===== src/rtl/fqr_params.svh =====
`ifndef FQR_PARAMS_SVH
`define FQR_PARAMS_SVH

// ---------------------------------------------
// Query table indices (byte address = 4 * index)
// ---------------------------------------------
`define FQR_IDX_FIELDS 9'h128
`define FQR_IDX_CAP1 9'h129
`define FQR_IDX_CAP2 9'h12A
`define FQR_IDX_CAP3 9'h12B
`define FQR_IDX_CAP4 9'h12C
`define FQR_IDX_REGIONS 9'h12D
`define FQR_IDX_INFO 9'h12E
`define FQR_IDX_IDENT 9'h130
`define FQR_IDX_OPS_IN 9'h132
`define FQR_IDX_OPS_PG 9'h133
`define FQR_IDX_OPS_ER 9'h134
`define FQR_IDX_ERTYPES 9'h135
`define FQR_IDX_BLK 9'h136
`define FQR_IDX_LAST 9'h139

// ---------------------------------------------
// Fixed query contents
// ---------------------------------------------
`define FQR_FIELDS_VAL 8'h04
`define FQR_CAP1_VAL 8'h01
`define FQR_CAP2_VAL 8'h02
`define FQR_CAP3_VAL 8'h03
`define FQR_CAP4_VAL 8'h07
`define FQR_CONT_CODE 3'h7

// ---------------------------------------------
// Burst configuration and status registers
// ---------------------------------------------
`define FQR_CFG_ADDR 12'h000
`define FQR_STAT_ADDR 12'h004
`define FQR_CFG_RST 3'h7
`define FQR_STAT_CONT 8
`define FQR_STAT_OK 9

`endif


===== src/rtl/fqr_pkg.sv =====
package fqr_pkg;

   // ------------------------------------------
   // Bus request carrier and address slots
   // ------------------------------------------
   typedef struct packed {
      logic [11:0] addr;
      logic write;
      logic [31:0] wdata;
   } fqr_apb_req_t;

   typedef enum logic [1:0] {
      FQR_SLOT_QUERY = 2'b00,
      FQR_SLOT_CFG = 2'b01,
      FQR_SLOT_STAT = 2'b10,
      FQR_SLOT_NONE = 2'b11
   } fqr_slot_t;

endpackage : fqr_pkg


===== src/rtl/fqr_query_rom.sv =====
// The APB interface to the registers was decided locally.
`timescale 1ns/1ps
`include "fqr_params.svh"
// Behaviour
// RULE_01: First capability byte holds n in bits 0-2; bits 3-7 read zero.
// RULE_02: Capability code 07h means continuous linear burst to space end.
// RULE_03: Host may copy a 3-bit capability code into burst config bits.
// RULE_04: First three capability bytes read 01, 02, 03 (4, 8, 16 words).
// RULE_05: Fourth capability byte at index 12C reads 07.
// RULE_06: Region count is zero for one partition, then no fields follow.
// RULE_07: Two-byte info size counts locations including itself.
// RULE_08: Two-byte field gives identical partitions in the region.
// RULE_09: Ops within partition: program count bits 0-3, erase bits 4-7.
// RULE_10: Same nibble layout for ops allowed while programming.
// RULE_11: Same nibble layout for ops allowed while erasing.
// RULE_12: Erase region type zero means bulk erase, else region count.
// RULE_13: Block descriptor: y+1 blocks in bits 0-15, z*256 in 16-31.
// RULE_14: Index 128 reports four capability fields follow.
// RULE_15: Query bytes on low lanes, upper lanes zero, writes ignored.
module fqr_query_rom
   import fqr_pkg::*;
#(
   parameter logic [7:0] REGION_COUNT = 8'h01,
   parameter logic [15:0] INFO_SIZE = 16'h0018,
   parameter logic [15:0] IDENT_PARTS = 16'h0001,
   parameter logic [7:0] OPS_WITHIN = 8'h11,
   parameter logic [7:0] OPS_DURING_PG = 8'h00,
   parameter logic [7:0] OPS_DURING_ER = 8'h00,
   parameter logic [7:0] ERASE_REGIONS = 8'h01,
   parameter logic [15:0] BLK_COUNT_M1 = 16'h00FF,
   parameter logic [15:0] BLK_SIZE_Z = 16'h0200
) (
   // Clock and reset.
   input wire logic pclk,
   input wire logic presetn,
   // APB request.
   input wire logic psel,
   input wire logic penable,
   input wire logic pwrite,
   input wire logic [11:0] paddr,
   input wire logic [31:0] pwdata,
   // APB answer.
   output logic pready,
   output logic pslverr,
   output logic [31:0] prdata
);

   // ------------------------------------------
   // Query content lookup
   // ------------------------------------------

   // Returns the constant byte at one query index.
   function automatic logic [7:0] fqr_query(
      input logic [8:0] idx
   );
      logic [7:0] b;
      logic [31:0] blk;
      b = 8'h00;
      blk = {BLK_SIZE_Z, BLK_COUNT_M1};
      case (idx)
         // RULE_14 four fields follow
         `FQR_IDX_FIELDS: b = `FQR_FIELDS_VAL;
         // RULE_01 first capability code
         `FQR_IDX_CAP1: b = `FQR_CAP1_VAL;
         // RULE_04 eight and sixteen words
         `FQR_IDX_CAP2: b = `FQR_CAP2_VAL;
         `FQR_IDX_CAP3: b = `FQR_CAP3_VAL;
         // RULE_05 continuous burst code
         `FQR_IDX_CAP4: b = `FQR_CAP4_VAL;
         `FQR_IDX_REGIONS: b = REGION_COUNT;
         // RULE_07 info size field
         `FQR_IDX_INFO: b = INFO_SIZE[7:0];
         9'h12F: b = INFO_SIZE[15:8];
         // RULE_08 identical partition count
         `FQR_IDX_IDENT: b = IDENT_PARTS[7:0];
         9'h131: b = IDENT_PARTS[15:8];
         // RULE_09 ops within partition
         `FQR_IDX_OPS_IN: b = OPS_WITHIN;
         // RULE_10 ops while programming
         `FQR_IDX_OPS_PG: b = OPS_DURING_PG;
         // RULE_11 ops while erasing
         `FQR_IDX_OPS_ER: b = OPS_DURING_ER;
         // RULE_12 erase region types
         `FQR_IDX_ERTYPES: b = ERASE_REGIONS;
         // RULE_13 block descriptor bytes
         `FQR_IDX_BLK: b = blk[7:0];
         9'h137: b = blk[15:8];
         9'h138: b = blk[23:16];
         `FQR_IDX_LAST: b = blk[31:24];
         default: b = 8'h00;
      endcase
      // RULE_06 single partition device
      // A single-partition part has no region fields after the count.
      if (REGION_COUNT == 8'h00 && idx > `FQR_IDX_REGIONS) begin
         b = 8'h00;
      end
      // RULE_12 bulk erase region
      // A bulk-erased region carries no block descriptor.
      if (ERASE_REGIONS == 8'h00 && idx >= `FQR_IDX_BLK) begin
         b = 8'h00;
      end
      return b;
   endfunction : fqr_query

   // Maps a byte address onto a register slot.
   function automatic fqr_slot_t fqr_decode(
      input logic [11:0] a
   );
      fqr_slot_t s;
      s = FQR_SLOT_NONE;
      if (a == `FQR_CFG_ADDR) begin
         s = FQR_SLOT_CFG;
      end else if (a == `FQR_STAT_ADDR) begin
         s = FQR_SLOT_STAT;
      end else if (a[1:0] == 2'b00 &&
                   a[11:2] >= {1'b0, `FQR_IDX_FIELDS} &&
                   a[11:2] <= {1'b0, `FQR_IDX_LAST}) begin
         s = FQR_SLOT_QUERY;
      end
      return s;
   endfunction : fqr_decode

   // ------------------------------------------
   // Request capture and decode
   // ------------------------------------------

   fqr_apb_req_t req;
   fqr_slot_t slot;
   logic setup_phase;
   logic access_phase;
   logic [2:0] burst_cfg;
   logic [9:0] status;
   logic [9:0] next_status;
   logic [31:0] next_prdata;
   logic code_ok;

   // Bundle the request so decode sees one carrier.
   assign req = '{addr: paddr, write: pwrite, wdata: pwdata};
   assign slot = fqr_decode(req.addr);
   assign setup_phase = psel && !penable;
   assign access_phase = psel && penable;

   // Read data is ready from the setup cycle, so no wait states.
   assign pready = 1'b1;

   // RULE_15 writes never alter query
   // Writes to the table or status, and unmapped addresses, are errored.
   assign pslverr = access_phase &&
      (slot == FQR_SLOT_NONE ||
       (req.write && slot != FQR_SLOT_CFG));

   // ------------------------------------------
   // Burst configuration register
   // ------------------------------------------

   // RULE_03 host copies capability code
   // Only bits 0-2 are kept; the code lands unchanged.
   always_ff @(posedge pclk or negedge presetn) begin
      if (!presetn) begin
         burst_cfg <= `FQR_CFG_RST;
      end else if (access_phase && req.write &&
                   slot == FQR_SLOT_CFG) begin
         burst_cfg <= req.wdata[2:0];
      end
   end

   // ------------------------------------------
   // Burst status decode
   // ------------------------------------------

   // Check the chosen code against every advertised capability byte.
   always_comb begin
      code_ok = 1'b0;
      for (int i = 0; i < 4; i++) begin
         if (fqr_query(9'(`FQR_IDX_CAP1 + i)) ==
             {5'b0_0000, burst_cfg}) begin
            code_ok = 1'b1;
         end
      end
   end

   // RULE_01 length is two to n plus one
   // RULE_02 code seven is continuous
   always_comb begin
      next_status = 10'h000;
      next_status[`FQR_STAT_OK] = code_ok;
      if (burst_cfg == `FQR_CONT_CODE) begin
         next_status[`FQR_STAT_CONT] = 1'b1;
      end else begin
         next_status[7:0] = 8'(9'h001 << (burst_cfg + 3'h1));
      end
   end

   // Status follows the configuration one cycle later.
   always_ff @(posedge pclk or negedge presetn) begin
      if (!presetn) begin
         status <= 10'h000;
      end else begin
         status <= next_status;
      end
   end

   // ------------------------------------------
   // Read data path
   // ------------------------------------------

   // RULE_15 low lane query data
   // Upper lanes stay zero for every query location.
   always_comb begin
      next_prdata = 32'h0000_0000;
      case (slot)
         FQR_SLOT_QUERY: begin
            next_prdata[7:0] = fqr_query(req.addr[10:2]);
         end
         FQR_SLOT_CFG: begin
            next_prdata[2:0] = burst_cfg;
         end
         FQR_SLOT_STAT: begin
            next_prdata[9:0] = status;
         end
         default: begin
            next_prdata = 32'h0000_0000;
         end
      endcase
   end

   // Loaded in the setup cycle so the access phase answers at once.
   // A status read in the cycle after a config write sees old status.
   always_ff @(posedge pclk or negedge presetn) begin
      if (!presetn) begin
         prdata <= 32'h0000_0000;
      end else if (setup_phase && !req.write) begin
         prdata <= next_prdata;
      end
   end
endmodule : fqr_query_rom


===== config.mk =====
export PLATFORM = sky130hd
export DESIGN_NAME = fqr_query_rom
export DESIGN_NICKNAME = d
export VERILOG_FILES = /design/src/rtl/fqr_pkg.sv /design/src/rtl/fqr_query_rom.sv
export VERILOG_INCLUDE_DIRS = /design/src /design/src/rtl
export SDC_FILE = /design/constraint.sdc
export NUM_CORES = 1
export LEC_CHECK = 0
export ABC_AREA = 1
export BUFFER_PORTS_ARGS = -buffer_cell sky130_fd_sc_hd__buf_4
export CAP_MARGIN = 20
export CORE_ASPECT_RATIO = 0.9
export CORE_MARGIN = 2
export CORE_UTILIZATION = 29
export CTS_BUF_LIST = sky130_fd_sc_hd__clkbuf_16
export CTS_CLUSTER_SIZE = 24
export DETAILED_ROUTE_END_ITERATION = 12
export GPL_ROUTABILITY_DRIVEN = 0
export GPL_TIMING_DRIVEN = 0
export PLACE_DENSITY_LB_ADDON = 0.2
export SLEW_MARGIN = 20
export SYNTH_ARGS = -nofsm -noshare
export SYNTH_HDL_FRONTEND = slang
export SYNTH_SLANG_ARGS = --single-unit

===== constraint.sdc =====
create_clock -name pclk -period 2.1 [get_ports pclk]
set_clock_uncertainty 0.15 [all_clocks]
set_input_delay 0 -clock pclk [delete_from_list [all_inputs] [get_ports pclk]]
set_output_delay 0 -clock pclk [all_outputs]
set_load 0.01 [all_outputs]

==> results.tsv <==
stage	metric	value	unit
floorplanning	die span in y	73.8	um
timing	post-route minimum period	1.78	ns
detailed_routing	metal3 WL	265	um
detailed_routing	highest routed layer	met4	
clock_network	H-tree level count	1	
cells_and_area	Final nets	329	
clock_network	cts repair resizes	0	
logic_synthesis	cells after synthesis	213	
setup_path	CP startpoint kind	input pin	
floorplanning	DIE AREA	0.00602	mm^2
logic_synthesis	Synth Cell Area	0.00157	mm^2
floorplanning	row count	25	
setup_path	arrival time worst endpoint	1.77	ns
floorplanning	Die X	81.6	um
detailed_routing	met2 routed WL	1520	um
power	Power per Cell Area	498	mW/mm^2
global_routing	initial antenna violation count	0	
power	Worst VDD drop	331	uV
cells_and_area	design area	0.00213	mm^2
global_routing	vias in the first global route	1239	
logic_synthesis	syn avg cell area	7.37	um^2
logic_synthesis	most frequent cell after synthesis	nand2_1	
global_routing	first-pass GRT wire length	5530	um
logic_synthesis	largest cells by area after synthesis	dfrtp_1, nand2_1, buf_4	
clock_network	clk root buf	clkbuf_16	
detailed_routing	DRC	0	
detailed_routing	Total Routed Length	3320	um
cells_and_area	share of layout cells above drive strength 1	30.3	%
setup_path	worst r2r src	burst_cfg[0]$_DFFE_PN1P_	
logic_synthesis	Yosys cell types	27	
setup_path	CP cell instances	dlygate4sd3_1 > buf_4 > nor3_2 > dlygate4sd3_1 > nand2_1 > o22a_1	
cells_and_area	count of inserted antenna diode cells	0	
setup_path	CP required	2.09	ns
logic_synthesis	Post-synth EDFFs	0	
detailed_routing	DRT met1 WL	1520	um
detailed_routing	DR WL/cell	9.66	um
setup_path	CP Launch Point	penable	
cells_and_area	fill count	552	
worst_hold_path	HP Class	in -> async	
logic_synthesis	post-synthesis async set-or-reset flop share	100	%
detailed_routing	number of routed nets with antenna violations	0	
logic_synthesis	area leader, netlist	dfrtp_1	
cells_and_area	P&R area growth vs syn	35.5	%
detailed_routing	Vias	1415	
flow_run	Max Cap Viol	0	
setup_path	Crit Path Category	in -> reg	
setup_path	delay of the slowest cell on the worst path	0.62	ns
detailed_routing	1st-pass router iterations	4	
logic_synthesis	Post-synth top cells	nand2_1, buf_4, nor2_1, dfrtp_1, inv_1	
outcome	status	finished, final reports clean	
global_routing	pin count of the biggest net entering global routing	24	
power	leakage	1.16	nW
global_routing	grt ovf	0	
placement	dpl cell area	0.00196	mm^2
floorplanning	# IOs	83	
setup_path	Crit-path slowest cell	dlygate4sd3_1	
logic_synthesis	Primary FF master, synth	dfrtp_1	
timing	Tcrit/Tclk final	84.7	%
timing	unrepaired setup endpoints after global routing	no	
clock_network	Worst-Skew Late Latency	0.25	ns
clock_network	clock buffer depth	2	
global_routing	Tot GR Track Use	11.8	%
clock_network	cts bufs inserted	3	
floorplanning	Initial Util	30.1	%
logic_synthesis	YS warnings	0	
timing	Setup violations, final	0	
logic_synthesis	Seq cells post-synth	23	
clock_network	clock sinks	23	
timing	Fmax	562	MHz
setup_path	Max FO, Critical Path	3	
detailed_routing	DRT iter0 DRCs	87	
timing	count of final hold-check violations	0	
timing	final-report max-slew violation count	0	
logic_synthesis	Seq/Total Area, Yosys	36.9	%
placement	DP HPWL	2690	um
clock_network	CTS tree	yes	
power	total power	0.00106	W
detailed_routing	drt via density	4.11	
logic_synthesis	top cell type's share of synthesized area	31.9	%
floorplanning	core area	0.00522	mm^2
timing	setup TNS	0	ns
placement	# port buffers	30	
clock_network	Clock transition at path regs	0.06	ns
setup_path	kind of end point of the critical path	flop	
setup_path	cell mode on critical path	dlygate4sd3_1	
==> cells in the final DEF (no fill, tap or decap), types with 6 or more instances in the layout <==
cell type	count
nand3_1	19
nand2_1	59
inv_1	21
o21ai_1	7
nor2_1	21
conb_1	23
buf_4	53
dlygate4sd3_1	9
dfrtp_1	20
nor2_2	6
==> flip-flops by register name, indices dropped and copies added, names as in the netlist <==
signal / flops
burst_cfg: 3
prdata: 10
status: 10
==> metal layers <==
layer / global-route usage, % / vias up
li1: - / 764
met3: 2.58 / 2
met1: 15.9 / 609
met4: 1.13 / 0
met2: 19.9 / 40
met5: 0 / -
==> critical path, delay by kind of cell <==
family | cells | cell delay (ns)
compound gates | 1 | 0.17
buf+inv | 3 | 1.31
simple gates | 2 | 0.28
==> area by class of cell <==
type	instances	area, um^2	area share, %
Multi-Input combinational cell	163	802	37.7
Sequential cell	23	579	27.2
Timing Repair Buffer	39	315	14.8
Buffer	24	178	8.35
Inverter	24	90.1	4.24
Tap cell	67	83.8	3.94
Clock buffer	3	75.1	3.53
Clock inverter	1	3.75	0.176
==> logic make-up (layout without fill, tap and decap cells) <==
logic type,count (synthesis),in the layout,synth area share [%]
buffers and inverters,48,91,17.1
adders and majority gates,2,2,1.59
AOI/OAI and AO/OA,16,16,6.21
DFF,23,23,36.9
and+or+nand+nor,122,122,37.8
other,2,23,0.478
==> final timing paths <==
path	to	slack, ns	depth (start not counted)
setup / recovery	prdata[7]$_DFFE_PN0P_	0.32	6
hold / removal	status[4]$_DFF_PN0_	0.02	2
setup reg to reg	status[6]$_DFF_PN0_	0.45	5
hold reg to reg	prdata[1]$_DFFE_PN0P_	0.33	2
max in group asynchronous	burst_cfg[1]$_DFFE_PN1P_	1.51	2
min in group pclk	prdata[3]$_DFFE_PN0P_	0.07	5
==> power by group <==
| part | internal [W] | switching (W) |
|---|---|---|
| Sequential | 0.000456 | 0.00000738 |
| Clock | 0.000254 | 0.000142 |
| Combinational | 0.0000980 | 0.000102 |
==> metrics by stage <==
stage	hold WS [ns]	setup WS, ns	std cells	utilization (%)
finish	0.0177	0.321	344	40.7
floorplan	-0.446	0.577	234	-
detailed placement	-0.239	0.447	331	37.5
global route	0.0453	0.211	344	40.7
CTS	0.0279	0.334	344	40.7
global placement	-0.238	0.474	331	37.5
==> timing repair <==
action,CTS,global route
hold buffers,9,0
endpoints found under the hold margin,29,0
setup buffers,0,0
Note: power is estimated with default switching activity, not from simulation.
